===== src/tmrps_pkg.sv =====
// Purpose: Constants for the timer with shared prescaler
// Assumes: One 40 MHz clock; four clock periods form one instruction cycle
// Notes: Register offsets are local choices on a plain register port
//
// Functional notes
// - Source select zero: count one per instruction cycle without prescaler
// - After a counter write, no increment for the next two instruction cycles
// - Source select one: count edges of the external counter input
// - Edge select zero counts rising edges, one counts falling edges
// - Prescaler serves timer when assign bit is zero, watchdog when one
// - Three-bit rate field picks timer ratio from 1:2 to 1:256
// - Prescaler is an 8-bit counter, before timer or after watchdog
// - With prescaler on timer, any counter write clears the prescaler
// - With prescaler on watchdog, watchdog clear clears prescaler and watchdog
// - Prescaler not software accessible; reset loads it with zeros
// - Count input sampled in phase two and phase four of each cycle
// - Counter increments only after synchronization, with short latency
// - Counter is an 8-bit read and write register
// - External input synchronized before the prescaler divides it
package tmrps_pkg;
  // ------------------------------------------------------------
  // Register map
  // ------------------------------------------------------------
  localparam logic [1:0] ADDR_COUNT = 2'h0;
  localparam logic [1:0] ADDR_OPTION = 2'h1;
  localparam logic [1:0] ADDR_WDT_CLR = 2'h2;
  localparam logic [1:0] ADDR_STATUS = 2'h3;
  localparam logic [7:0] OPTION_RESET = 8'hFF;
  localparam logic [7:0] COUNT_RESET = 8'h00;
  localparam logic [7:0] SCALER_RESET = 8'h00;
  localparam logic [7:0] WDT_RESET = 8'h00;
  // ------------------------------------------------------------
  // Option field positions
  // ------------------------------------------------------------
  localparam int OPT_SRC = 5;
  localparam int OPT_EDGE = 4;
  localparam int OPT_PSA = 3;
  localparam int OPT_RATE_HI = 2;
  // ------------------------------------------------------------
  // Timing
  // ------------------------------------------------------------
  localparam int CLK_NS = 25;
  localparam int OSC_PER_INSTR = 4;
  localparam logic [1:0] PHASE_TWO = 2'h1;
  localparam logic [1:0] PHASE_FOUR = 2'h3;
  localparam logic [1:0] INHIBIT_CYCLES = 2'h2;
endpackage : tmrps_pkg


===== src/tmrps_sync.sv =====
// Purpose: Two flip-flop synchronizer for the external count pin
// Assumes: Input is asynchronous to ref_clk
// Notes: Only the second stage is visible outside
module tmrps_sync (
  input wire logic ref_clk,
  input wire logic rst_n,
  input wire logic async_in,
  output logic sync_out
);
  logic meta;
  logic next_meta;
  logic next_sync_out;

  // Shift the pin through two stages
  always_comb begin
    next_meta = async_in;
    next_sync_out = meta;
  end

  // Register stages
  always_ff @(posedge ref_clk or negedge rst_n) begin
    if (!rst_n) begin
      meta <= 1'b0;
      sync_out <= 1'b0;
    end else begin
      meta <= next_meta;
      sync_out <= next_sync_out;
    end
  end
endmodule : tmrps_sync


===== src/tmrps_top.sv =====
// Purpose: 8-bit timer/counter with prescaler shared with the watchdog
// Assumes: Register port strobes are one cycle, read data one cycle later
// Notes: Prescaler counts synchronized pin edges in counter mode when it serves the timer
module tmrps_top (
  input wire logic ref_clk,
  input wire logic rstn,
  input wire logic [1:0] reg_addr,
  input wire logic [7:0] reg_wdata,
  input wire logic reg_wr,
  input wire logic reg_rd,
  output logic [7:0] reg_rdata,
  input wire logic external_count_input,
  output logic [7:0] timer_count,
  output logic [7:0] watchdog_counter,
  output logic watchdog_tick,
  output logic [1:0] phase
);
  // ------------------------------------------------------------
  // Reset release
  // ------------------------------------------------------------
  logic rst_q1;
  logic rst_n;

  // Two-stage reset release
  always_ff @(posedge ref_clk or negedge rstn) begin
    if (!rstn) begin
      rst_q1 <= 1'b0;
      rst_n <= 1'b0;
    end else begin
      rst_q1 <= 1'b1;
      rst_n <= rst_q1;
    end
  end

  // ------------------------------------------------------------
  // State and decode
  // ------------------------------------------------------------
  logic [7:0] timer_option_settings;
  logic [7:0] scaler;
  logic [1:0] inhibit;
  logic pin_sync;
  logic pin_smp;
  logic pin_smp_d;
  logic [7:0] next_timer_count;
  logic [7:0] next_option;
  logic [7:0] next_scaler;
  logic [7:0] next_wdt;
  logic [1:0] next_inhibit;
  logic [1:0] next_phase;
  logic [7:0] next_rdata;
  logic next_pin_smp;
  logic next_pin_smp_d;
  logic next_wdt_tick;
  logic src_ext;
  logic edge_fall;
  logic to_wdt;
  logic [2:0] rate;
  logic [7:0] rate_mask;
  logic wr_count;
  logic wr_option;
  logic wdt_clr;
  logic instr_end;
  logic sample_now;
  logic pin_edge;
  logic scaler_clk;
  logic scaler_carry;
  logic wdt_ovf;
  logic base_tick;
  logic inc;

  tmrps_sync u_sync (
    .ref_clk(ref_clk),
    .rst_n(rst_n),
    .async_in(external_count_input),
    .sync_out(pin_sync)
  );

  // Option field decode
  assign src_ext = timer_option_settings[tmrps_pkg::OPT_SRC];
  assign edge_fall = timer_option_settings[tmrps_pkg::OPT_EDGE];
  assign to_wdt = timer_option_settings[tmrps_pkg::OPT_PSA];
  assign rate = timer_option_settings[tmrps_pkg::OPT_RATE_HI:0];
  assign wr_count = reg_wr && (reg_addr == tmrps_pkg::ADDR_COUNT);
  assign wr_option = reg_wr && (reg_addr == tmrps_pkg::ADDR_OPTION);
  assign wdt_clr = reg_wr && (reg_addr == tmrps_pkg::ADDR_WDT_CLR);
  assign instr_end = (phase == tmrps_pkg::PHASE_FOUR);
  assign sample_now = (phase == tmrps_pkg::PHASE_TWO) ||
                      (phase == tmrps_pkg::PHASE_FOUR);

  // Counted edge of the pin, judged once in the cycle after each sample
  // so that one pin edge never yields two ticks
  assign pin_edge = !sample_now &&
                    (edge_fall ? (pin_smp_d && !pin_smp)
                               : (!pin_smp_d && pin_smp));

  // Source for timer and prescaler
  assign base_tick = src_ext ? pin_edge : instr_end;

  // Watchdog overflow at the end of an instruction cycle
  assign wdt_ovf = (watchdog_counter == 8'hFF) && instr_end;

  // Prescaler advance: timer source, held during inhibit, or watchdog
  assign scaler_clk = to_wdt ? wdt_ovf
                             : (base_tick && inhibit == 2'h0);

  // Per-bit mask of the prescaler stages up to the selected tap
  for (genvar i = 0; i < 8; i++) begin : g_rate_mask
    assign rate_mask[i] = (3'(i) <= rate);
  end

  // Carry out of the selected stage: one output per 2 to 256 inputs
  assign scaler_carry = scaler_clk && (&(scaler | ~rate_mask));

  // Timer increment after sync, prescaled carry or direct source
  assign inc = (to_wdt ? base_tick : scaler_carry) &&
               (inhibit == 2'h0);

  // ------------------------------------------------------------
  // Phase counter
  // ------------------------------------------------------------
  // Four phases make one instruction cycle
  always_comb begin
    next_phase = phase + 2'h1;
  end

  // Register the phase
  always_ff @(posedge ref_clk or negedge rst_n) begin
    if (!rst_n) begin
      phase <= 2'h0;
    end else begin
      phase <= next_phase;
    end
  end

  // ------------------------------------------------------------
  // Pin sampling
  // ------------------------------------------------------------
  // Sample the synchronized pin in phase two and phase four
  always_comb begin
    next_pin_smp = sample_now ? pin_sync : pin_smp;
    next_pin_smp_d = sample_now ? pin_smp : pin_smp_d;
  end

  // Register the two samples; reset matches the idle low pin
  always_ff @(posedge ref_clk or negedge rst_n) begin
    if (!rst_n) begin
      pin_smp <= 1'b0;
      pin_smp_d <= 1'b0;
    end else begin
      pin_smp <= next_pin_smp;
      pin_smp_d <= next_pin_smp_d;
    end
  end

  // ------------------------------------------------------------
  // Option settings
  // ------------------------------------------------------------
  // Software loads the option byte
  always_comb begin
    next_option = wr_option ? reg_wdata : timer_option_settings;
  end

  // Register the options
  always_ff @(posedge ref_clk or negedge rst_n) begin
    if (!rst_n) begin
      timer_option_settings <= tmrps_pkg::OPTION_RESET;
    end else begin
      timer_option_settings <= next_option;
    end
  end

  // ------------------------------------------------------------
  // Shared prescaler
  // ------------------------------------------------------------
  // Count, and clear on the access that belongs to the current owner
  always_comb begin
    next_scaler = scaler_clk ? scaler + 8'h01 : scaler;
    if (wr_count && !to_wdt) begin
      next_scaler = tmrps_pkg::SCALER_RESET;
    end
    if (wdt_clr && to_wdt) begin
      next_scaler = tmrps_pkg::SCALER_RESET;
    end
  end

  // Register the prescaler; it has no register address
  always_ff @(posedge ref_clk or negedge rst_n) begin
    if (!rst_n) begin
      scaler <= tmrps_pkg::SCALER_RESET;
    end else begin
      scaler <= next_scaler;
    end
  end

  // ------------------------------------------------------------
  // Watchdog counter
  // ------------------------------------------------------------
  // Count instruction cycles; a clear restarts the period
  always_comb begin
    next_wdt = instr_end ? watchdog_counter + 8'h01 : watchdog_counter;
    // Period end: direct overflow or postscaled carry
    next_wdt_tick = to_wdt ? scaler_carry : wdt_ovf;
    if (wdt_clr) begin
      next_wdt = tmrps_pkg::WDT_RESET;
      next_wdt_tick = 1'b0;
    end
  end

  // Register the watchdog count and its tick
  always_ff @(posedge ref_clk or negedge rst_n) begin
    if (!rst_n) begin
      watchdog_counter <= tmrps_pkg::WDT_RESET;
      watchdog_tick <= 1'b0;
    end else begin
      watchdog_counter <= next_wdt;
      watchdog_tick <= next_wdt_tick;
    end
  end

  // ------------------------------------------------------------
  // Timer count and write inhibit
  // ------------------------------------------------------------
  // A write loads the count and starts the inhibit; it wins over a tick
  always_comb begin
    next_inhibit = (inhibit != 2'h0 && instr_end) ? inhibit - 2'h1 : inhibit;
    if (wr_count) begin
      next_timer_count = reg_wdata;
      next_inhibit = tmrps_pkg::INHIBIT_CYCLES;
    end else if (inc) begin
      next_timer_count = timer_count + 8'h01;
    end else begin
      next_timer_count = timer_count;
    end
  end

  // Register the count and the inhibit
  always_ff @(posedge ref_clk or negedge rst_n) begin
    if (!rst_n) begin
      inhibit <= 2'h0;
      timer_count <= tmrps_pkg::COUNT_RESET;
    end else begin
      inhibit <= next_inhibit;
      timer_count <= next_timer_count;
    end
  end

  // ------------------------------------------------------------
  // Read port
  // ------------------------------------------------------------
  // Read mux; prescaler has no address
  always_comb begin
    next_rdata = 8'h00;
    if (reg_rd) begin
      unique case (reg_addr)
        tmrps_pkg::ADDR_COUNT: next_rdata = timer_count;
        tmrps_pkg::ADDR_OPTION: next_rdata = timer_option_settings;
        tmrps_pkg::ADDR_WDT_CLR: next_rdata = watchdog_counter;
        tmrps_pkg::ADDR_STATUS: next_rdata = {6'h00, inhibit};
      endcase
    end
  end

  // Read data stands for the one cycle after the strobe
  always_ff @(posedge ref_clk or negedge rst_n) begin
    if (!rst_n) begin
      reg_rdata <= 8'h00;
    end else begin
      reg_rdata <= next_rdata;
    end
  end
endmodule : tmrps_top


===== config.mk =====
export PLATFORM = sky130hd
export DESIGN_NAME = tmrps_top
export DESIGN_NICKNAME = d
export VERILOG_FILES = /design/src/tmrps_pkg.sv /design/src/tmrps_sync.sv /design/src/tmrps_top.sv
export SDC_FILE = /design/constraint.sdc
export NUM_CORES = 1
export LEC_CHECK = 0
export ABC_CLOCK_PERIOD_IN_PS = 1700
export BUFFER_PORTS_ARGS = -buffer_cell sky130_fd_sc_hd__buf_2
export CAP_MARGIN = 20
export CORE_MARGIN = 5
export CORE_UTILIZATION = 40
export DETAILED_ROUTE_END_ITERATION = 16
export REMOVE_ABC_BUFFERS = 1
export SLEW_MARGIN = 5
export SYNTH_ARGS = -nofsm -noshare
export SYNTH_HDL_FRONTEND = slang
export SYNTH_SLANG_ARGS = --single-unit

===== constraint.sdc =====
create_clock -name ref_clk -period 1.7 [get_ports ref_clk]
set_clock_uncertainty 0.1 [all_clocks]
set_input_delay 0.085 -clock ref_clk [delete_from_list [all_inputs] [get_ports ref_clk]]
set_output_delay 0.085 -clock ref_clk [all_outputs]
set_load 0.005 [all_outputs]

==> results of run 1 <==
logic make-up after synthesis:
| family | synth area share [%] |
|---|---|
| AND/OR/NAND/NOR | 18.90 |
| flip-flops | 50.59 |
| buffers and inverters | 2.904 |
| XOR/XNOR | 3.100 |
| other | 0.1475 |
| multiplexers | 9.400 |
| adder cells (fa/ha/maj) | 2.953 |
| AO/OA/AOI/OAI | 12.01 |
power groups by stage:
| stage | Combinational (mW) | Clock, mW | Sequential, mW |
|---|---|---|---|
| 2_1_floorplan | 0.494 | 0 | 1.66 |
| 3_3_place_gp | 1.15 | 0 | 1.61 |
| 3_5_place_dp | 1.17 | 0 | 1.62 |
| 4_1_cts | 1.34 | 0.769 | 1.59 |
| 5_1_grt | 1.54 | 0.828 | 1.64 |
| 6_report | 1.41 | 0.754 | 1.61 |
through the flow:
step                      cell area, um^2  util (%)
after floorplan                      2506         -
after global placement               3197     50.93
after detailed placement             3197     50.93
after CTS                            3655     58.22
after global routing                 3725     59.34
final                                3725     59.34
placed cells by master (no fill, tap or decap), drive strengths merged, types with 2 or more instances in the layout:
master	instances
buf	107
dfrtp	43
nor2	24
nand2	21
o21ai	17
dlygate4sd3	12
mux2	11
inv	10
a21oi	10
nand3	8
dfstp	8
and2	8
or3	8
clkbuf	8
mux2i	7
a31oi	7
o31ai	7
or4	7
ha	6
nand4	5
xor2	5
xnor2	4
nor3b	3
nand2b	3
mux4	2
and3b	2
o41a	2
final timing paths:
kind                              from                       end  slack, ps  cells past startpoint
max in group asynchronous        rst_n  timer_option_settings[7]        820                      1
max reg2reg                   phase[0]                 scaler[6]       -320                      7
min reg2reg                      rst_n            timer_count[6]        100                      0
max                           phase[0]                 scaler[6]       -320                      7
min                              rst_n            timer_count[6]        100                      0
min in group ref_clk       reg_addr[1]                inhibit[0]        100                      3
cell type report:
cell class                 count  area (um^2)  share of cell area [%]
timing repair buffer         119        848.3                   22.77
tap                           77        96.34                   2.586
clock buffer                   8        100.1                   2.687
multi-input combinational    180         1354                   36.35
inverter                      10        37.54                   1.008
sequential                    51         1289                   34.60
what timing repair did:
| action | in CTS | in global routing |
|---|---|---|
| hold buffers | 12 | 0 |
| endpoints found under the setup margin | 17 | 21 |
| resized for setup | 24 | 19 |
| pin swaps | 28 | 14 |
| gates cloned | 2 | 0 |
| endpoints found under the hold margin | 26 | 0 |
| setup buffers | 21 | 1 |
routing by layer:
layer / GRT usage (%) / share of wire [%] / vias to the layer above
met3: 4.674 / 6.4 / 17
met5: 0 / 0 / -
li1: - / - / 1129
met1: 24.10 / 44 / 1150
met4: 6.675 / 2.3 / 0
met2: 30.55 / 47 / 71
worst max-delay path, cell delays in order (launching register included):
cell	delay, ps
dfrtp_2	450
ha_4	190
nor2_4	110
o2111a_2	320
o31ai_4	120
buf_6	150
or3_4	330
a21oi_4	150
state kept, by name, indices dropped and copies added, names as in the netlist:
register and flops:
reg_rdata 8, scaler 8, timer_count 8, timer_option_settings 8, watchdog_counter 8, inhibit 2, phase 2, pin_smp 1
pin_smp_d 1, rst_n 1, rst_q1 1, u_sync.meta 1, u_sync.sync_out 1, watchdog_tick 1
==> flow_metrics.py, run 1 <==
metrics = {
    "layout": {
        "n_fill_cell": 539,
        "layout.cells.non_filler": 445,
        "finalNetCount": 388,
        "layout-drive-gt1-share_pct": 44.84,
        "antenna_cells": 0,
        "syn_to_final_growth_pct": 46.51,
    },
    "logic_synthesis": {
        "synth_common_cells": "43 x dfrtp_1, 23 x nor2_1, 21 x nand2_1",
        "yosysMostFrequentCell": "dfrtp_1",
        "synth-seq-cells": 51,
        "avgSynthCellArea_um2": 10.25,
        "synth_edf_count": 0,
        "ys_top_cells_by_area": "dfrtp_1 42%, dfstp_2 8.3%, mux2_2 4.9%",
        "yosys_most_used_dff": "dfrtp_1",
        "synth_area_leader_cell": "dfrtp_1",
        "synthArstFlopShare_pct": 100.0,
        "yosysWarnings": 0,
        "ys_types": 41,
        "yosysTopAreaCellShare_pct": 42.32,
        "postSynthCellCount": 248,
        "synth_area_um2": 2542,
        "seq_area_frac_synth_pct": 50.59,
    },
    "sta": {
        "timing.final.crit_share_pct": 118.5,
        "maxSlewViolCount": 0,
        "rsz0062_at_grt": "true",
        "setup_viol": 17,
        "finalHoldViolCount": 0,
        "timing.final.ws_setup_ps": -315.2,
        "period_minus_slack_ps": 2015,
        "max_freq_ghz": 0.4962,
        "worst_hold_slack_ps": 96.81,
        "finalSetupTns_ps": -3920,
    },
    "run": {
        "maxCapViolCount": 0,
    },
    "drt": {
        "drt-total-wl_um": 7263,
        "drcViolationCount": 0,
        "vias_per_cell": 5.319,
        "drt_pass1_iterations": 4,
        "routedWlPerCell_um": 16.32,
        "vias": 2367,
        "ant_nets": 0,
        "drt_iter0_markers": 138,
    },
    "clock_network": {
        "cts_buffers": 5,
        "clkSinkCount": 51,
        "cts_tree": "done",
        "clockBufferDepth": 2,
        "worst_skew_pair.late_latency_ps": 310,
        "cts-htree-levels": 2,
        "cts_root_buf": "clkbuf_8",
        "clkTransAtPathRegs_ps": 90,
    },
    "power_and_ir_drop": {
        "p_sw_mw": 1.229,
        "total_power_mw": 3.769,
        "intPower_mw": 2.540,
        "p_sw_share_pct": 32.60,
        "p_leak_nw": 1.723,
        "pwr-share-seq_pct": 42.7,
        "comb_power_share_pct": 37.3,
        "powerDensity_nw_per_um2": 1012,
        "ir_drop_mv": 0.5410,
        "clkPwrFrac_pct": 20.0,
    },
    "floorplanning": {
        "start_util_pct": 40.50,
        "fp-row-count": 29,
        "design.die.area_um2": 8051,
        "core_area_um2": 6277,
        "die_w_um": 89.73,
        "die_h_um": 89.73,
        "pin_count": 42,
    },
    "status": {
        "violations": "negative setup slack",
        "status": "finished, violations left",
    },
    "grt": {
        "overflow": 0,
        "grt_first_pass_wirelength_um": 12330,
        "grt_pass1_vias": 2501,
        "grt_usage_pct": 18.74,
        "antenna_found_initial": 0,
        "grt_max_degree": 34,
    },
    "critical_path": {
        "critPathKind": "reg -> reg",
        "crit_path_end_kind": "register",
        "startpoint_type": "register",
        "worstPathRequired_ps": 1830,
        "crit_fanout": 6,
        "cp.arrival_ps": 2150,
    },
    "placement": {
        "dp_slack_ps": -502.3,
        "io_buffers": 41,
        "place_hpwl_um": 4958,
        "place_congestion": 0.7882,
        "placed_cells": 407,
    },
    "worst_hold_path": {
        "hp-class": "reg -> async",
    },
}
Note: power is estimated with default switching activity, not from simulation.
==> inputs of run 2 (changes only) <==
- BUFFER_PORTS_ARGS: -buffer_cell sky130_fd_sc_hd__buf_2 -> not set
- DONT_BUFFER_PORTS: not set -> 1
- MAX_ROUTING_LAYER: not set -> met4
==> flow_metrics.py, run 2 (synthesized netlist as in run 1, its figures left out) <==
metrics = {
    "layout": {
        "n_fill_cell": 541,
        "final_common_cell": "buf_4",
        "design_area_um2": 3556,
        "layout.cells.non_filler": 401,
        "antenna_cells": 0,
        "finalNetCount": 344,
        "final_cell_mix": "51 x buf_4, 42 x dfrtp_1, 20 x nand2_1, 20 x nor2_1, 15 x dlygate4sd3_1",
        "syn_to_final_growth_pct": 39.86,
        "layout-drive-gt1-share_pct": 37.04,
    },
    "critical_path": {
        "worstPathRequired_ps": 1840,
        "cp.arrival_ps": 2180,
        "slowest_delay_ps": 480,
        "rr_startpoint": "phase[1]",
        "reg2reg_depth": 8,
        "critPathTopFamily": "simple AND/OR/NAND/NOR gates",
        "worst-path-buf-inv": 2,
        "slowest_stage": "or4_1",
        "critPathKind": "reg -> reg",
        "worstPathCellList": "inv_1, ha_2, nor2_2, o2111a_2, buf_6, nor2_4, or4_1, a31oi_1",
        "r2r_end": "timer_count[4]",
        "startpoint_type": "register",
        "worst-path-stages": 8,
        "r2r_slack_ps": -330,
        "crit_fanout": 11,
        "crit_path_end_kind": "register",
    },
    "grt": {
        "grt_first_pass_wirelength_um": 10900,
        "grt_pass1_vias": 2127,
        "grt_max_degree": 27,
        "antenna_found_initial": 0,
        "overflow": 0,
        "grt_usage_pct": 16.93,
    },
    "status": {
        "violations": "negative setup slack",
        "status": "finished, violations left",
    },
    "worst_hold_path": {
        "min_to": "reg_rdata[0]",
        "min_path_cells": 2,
        "min-delay-start": "reg_addr[1]",
        "hp-class": "in -> reg",
    },
    "sta": {
        "timing.final.crit_share_pct": 119.6,
        "finalHoldViolCount": 0,
        "tightestPinTransition_ps": 589.7,
        "timing.final.ws_setup_ps": -334.0,
        "rsz0062_at_grt": "true",
        "slew_headroom_pct": 60.69,
        "setup_viol": 17,
        "worst_hold_slack_ps": 34.35,
        "maxSlewViolCount": 0,
        "period_minus_slack_ps": 2034,
        "max_freq_ghz": 0.4916,
    },
    "floorplanning": {
        "design.die.area_um2": 8051,
        "start_util_pct": 40.50,
        "pin_count": 42,
        "fp-row-count": 29,
        "die_w_um": 89.73,
        "die_h_um": 89.73,
        "core_area_um2": 6277,
    },
    "drt": {
        "vias": 2194,
        "drt_pass1_iterations": 4,
        "drcViolationCount": 0,
        "vias_per_cell": 5.471,
        "routedWlPerCell_um": 17.17,
        "drt_iter0_markers": 138,
        "ant_nets": 0,
        "drt-total-wl_um": 6885,
    },
    "run": {
        "maxCapViolCount": 0,
    },
    "power_and_ir_drop": {
        "ir_drop_mv": 0.5143,
        "p_leak_nw": 1.550,
        "powerDensity_nw_per_um2": 1111,
    },
    "placement": {
        "placed_cell_area_um2": 2984,
        "dp_slack_ps": -483.3,
        "place_congestion": 0.7999,
        "placed_cells": 365,
        "io_buffers": 0,
        "place_hpwl_um": 4748,
    },
    "clock_network": {
        "cts_buffers": 5,
        "cts_tree": "done",
        "clockBufferDepth": 2,
        "cts_root_buf": "clkbuf_8",
        "worst_skew_pair.late_latency_ps": 310,
        "cts-htree-levels": 2,
        "clkTransAtPathRegs_ps": 100,
        "clkSinkCount": 51,
    },
}
-- run 2: cell count changes in the layout (fill, tap and decap cells not counted), sizes merged --
cell	change
buf	-46
dlygate4sd3	+3
clkbuf	-3
nor2	-1
bufinv	+2
clkinvlp	+1
-- run 2: worst max path at each step --
| stage | end | from | slack, ps |
|---|---|---|---|
| final | timer_count[4] | phase[1] | -330 |
| after global routing | timer_count[4] | phase[1] | -420 |
| after CTS | timer_count[3] | timer_option_settings[4] | -360 |
| after detailed placement | scaler[7] | phase[0] | -480 |
| after global placement | watchdog_tick | scaler[1] | -450 |
| after floorplan | scaler[1] | phase[0] | -580 |
-- run 2: worst reg2reg max path, cell delays in order (launching register included) --
cell	delay, ps
dfrtp_1	420
inv_1	60
ha_2	170
nor2_2	120
o2111a_2	270
buf_6	120
nor2_4	60
or4_1	480
a31oi_1	170
-- run 2: through the flow --
step	TNS, ps	utilization, %	power (mW)
final	-4065	56.65	3.951
after CTS	-4222	54.32	3.890
after global routing	-5514	56.65	4.153
after floorplan	-6501	-	2.150
after global placement	-5287	47.54	2.650
after detailed placement	-5933	47.54	2.682
-- run 2: layout make-up --
class | instances | area (um^2) | area share [%]
Inverter | 10 | 37.54 | 1.056
Sequential cell | 51 | 1287 | 36.21
Multi-Input combinational cell | 179 | 1344 | 37.79
Timing Repair Buffer | 76 | 654.4 | 18.40
Clock inverter | 3 | 67.56 | 1.900
Tap cell | 77 | 96.34 | 2.709
Clock buffer | 5 | 68.82 | 1.935
-- run 2: power by group --
| group | internal, mW | switching [mW] | leakage (nW) |
|---|---|---|---|
| Clock | 0.587 | 0.421 | 0.0644 |
| Sequential | 1.44 | 0.189 | 0.625 |
| Combinational | 0.681 | 0.634 | 0.861 |
| Total | 2.71 | 1.24 | 1.55 |
-- run 2: repair_timing --
action,CTS,global route
resized for setup,21,23
setup endpoints to repair,17,20
pin swaps,21,12
gates cloned,1,0
hold buffers,15,0
hold endpoints to repair,29,0
setup buffers,7,8
-- run 2: metal layers --
metal  track usage (%)  part of all wire, %  vias up
li1                  -                    -     1040
met1             22.93                   46     1074
met2             25.55                   46       72
met3             4.925                  6.2        8
met4             3.149                  1.1        0
met5                 -                    0        -
==> inputs of run 3 (changes only) <==
- CTS_CLUSTER_SIZE: not set -> 25
- SYNTH_HIERARCHICAL: not set -> 1
==> flow_metrics.py, run 3 <==
metrics = {
    "logic_synthesis": {
        "yosysWarnings": 6,
        "yosys_most_used_dff": "dfrtp_1",
        "avgSynthCellArea_um2": 10.63,
        "yosysTopAreaCellShare_pct": 41.99,
        "synth_common_cells": "43 x dfrtp_1, 25 x nor2_1, 21 x nand2_1",
        "yosysMostFrequentCell": "dfrtp_1",
        "synth_area_um2": 2562,
        "synth-seq-cells": 51,
        "ys_top_cells_by_area": "dfrtp_1 42%, dfstp_2 8.2%, mux2_2 4.4%",
        "seq_area_frac_synth_pct": 50.20,
        "synthArstFlopShare_pct": 100.0,
        "ys_types": 48,
        "synth_edf_count": 0,
        "postSynthCellCount": 241,
        "synth_area_leader_cell": "dfrtp_1",
    },
    "sta": {
        "timing.final.ws_setup_ps": -266.5,
        "period_minus_slack_ps": 1966,
        "worst_hold_slack_ps": 27.13,
        "rsz0062_at_grt": "true",
        "timing.final.crit_share_pct": 115.7,
        "max_freq_ghz": 0.5085,
        "setup_viol": 17,
        "slew_headroom_pct": 62.01,
        "maxSlewViolCount": 0,
        "tightestPinTransition_ps": 566.1,
        "finalHoldViolCount": 0,
    },
    "clock_network": {
        "cts_buffers": 5,
        "clockBufferDepth": 2,
        "worst_skew_pair.late_latency_ps": 300,
        "clkTransAtPathRegs_ps": 80,
        "cts-htree-levels": 2,
        "cts_root_buf": "clkbuf_8",
        "clkSinkCount": 51,
        "cts_tree": "done",
    },
    "layout": {
        "fin_util_pct": 54.71,
        "final_common_cell": "buf_4",
        "final_cell_mix": "54 x buf_4, 42 x dfrtp_1, 24 x nor2_1",
        "syn_to_final_growth_pct": 34.03,
        "multi_input_area_um2": 1269,
        "seqCellArea_um2": 1287,
        "antenna_cells": 0,
        "n_fill_cell": 565,
        "layout-drive-gt1-share_pct": 36.59,
        "finalNetCount": 337,
    },
    "drt": {
        "ant_nets": 0,
        "drt_pass1_iterations": 4,
        "drt_iter0_markers": 58,
        "drcViolationCount": 0,
        "routedWlPerCell_um": 15.04,
        "drt-total-wl_um": 5926,
        "vias_per_cell": 5.102,
        "vias": 2010,
    },
    "critical_path": {
        "critPathTopFamily": "simple AND/OR/NAND/NOR gates",
        "startpoint_type": "register",
        "worstPathRequired_ps": 1770,
        "slowest_stage": "dfrtp_1",
        "worstPathCellList": "inv_1, ha_2, nor2_4, o2111a_2, o31ai_4, or4_4, xor2_1, nor2_1",
        "crit_fanout": 3,
        "crit_path_end_kind": "register",
        "cp.arrival_ps": 2040,
        "critPathKind": "reg -> reg",
        "worst-path-buf-inv": 1,
        "slowest_delay_ps": 420,
    },
    "floorplanning": {
        "die_w_um": 90.04,
        "core_area_um2": 6277,
        "fp-row-count": 29,
        "pin_count": 42,
        "design.die.area_um2": 8107,
        "die_h_um": 90.04,
        "start_util_pct": 40.82,
    },
    "status": {
        "violations": "negative setup slack",
        "status": "finished, violations left",
    },
    "power_and_ir_drop": {
        "powerDensity_nw_per_um2": 1039,
        "p_sw_mw": 1.101,
        "p_sw_share_pct": 30.83,
        "p_leak_nw": 1.517,
        "pwr-share-seq_pct": 45.2,
        "comb_power_share_pct": 33.7,
        "intPower_mw": 2.469,
        "ir_drop_mv": 0.4393,
        "clkPwrFrac_pct": 21.1,
        "total_power_mw": 3.569,
    },
    "placement": {
        "place_hpwl_um": 4476,
        "place_congestion": 0.8477,
        "io_buffers": 0,
    },
    "grt": {
        "grt_pass1_vias": 2039,
        "antenna_found_initial": 0,
        "overflow": 0,
        "grt_usage_pct": 15.97,
        "grt_first_pass_wirelength_um": 10160,
        "grt_max_degree": 50,
    },
    "worst_hold_path": {
        "hp-class": "in -> reg",
    },
    "run": {
        "maxCapViolCount": 0,
    },
}
-- run 3: cells by family after synthesis --
| group | count (synthesis) | share of synthesized area [%] |
|---|---|---|
| mux | 20 | 9.277 |
| compound gates | 42 | 11.18 |
| other cells | 1 | 0.1463 |
| flops | 51 | 50.20 |
| fa+ha+maj | 6 | 2.930 |
| buf+inv | 18 | 3.955 |
| xor+xnor | 12 | 4.102 |
| simple gates | 91 | 18.21 |
-- run 3: timing repair --
item / 4_1_cts / 5_1_grt
setup endpoints to repair: 17 / 19
gates cloned: 0 / 0
hold buffers: 15 / 0
pin swaps: 12 / 13
hold endpoints to repair: 27 / 0
buffers inserted: 6 / 6
resized for setup: 15 / 12
-- run 3: path summary, 6_finish.rpt --
kind | startpoint | slack (ps) | to | cells past startpoint
max | phase[1] | -270 | scaler[6] | 8
min | reg_addr[0] | 30 | reg_rdata[3] | 3
max reg2reg | phase[1] | -270 | scaler[6] | 8
min reg2reg | rst_n | 150 | scaler[0] | 1
max in group asynchronous | rstn | 930 | rst_n | 2
min in group asynchronous | rst_n | 150 | scaler[0] | 1
-- run 3: per-stage QoR --
stage / setup TNS [ps] / setup slack, ps / cells / cell area (um^2)
final: -2725 / -266.5 / 394 / 3435
after global routing: -4421 / -352.8 / 394 / 3435
after CTS: -2782 / -242.7 / 388 / 3342
after detailed placement: -4124 / -346.5 / 359 / 2985
after global placement: -3316 / -346.0 / 359 / 2985
after floorplan: -3244 / -375.8 / 234 / 2502
-- run 3: area by class of cell --
class / instances / area share [%]
flip-flops and latches: 51 / 37.49
multi-input cells: 172 / 36.94
repair buffers: 75 / 18.65
clock buffers: 8 / 2.914
well taps: 77 / 2.805
inverters: 11 / 1.202
-- run 3: power by group through the flow --
stage	registers, mW	clock network (mW)	logic [mW]
final	1.61	0.755	1.20
after global routing	1.64	0.831	1.34
after CTS	1.61	0.789	1.15
after detailed placement	1.64	0	1.05
after global placement	1.63	0	1.03
after floorplan	1.66	0	0.497
-- run 3: tightest hold or removal path: stages --
cell	delay, ps
mux2i_1	50
o21ai_0	130
and2_1	130
-- run 3: routing by layer --
layer	routed length [um]	share of wire, %	up-vias	GRT usage (%)
met5	0	0	-	-
met1	2697	46	968	20.70
met2	2761	47	47	24.45
met4	86	1.5	0	4.467
met3	381	6.4	8	4.674
li1	-	-	987	-
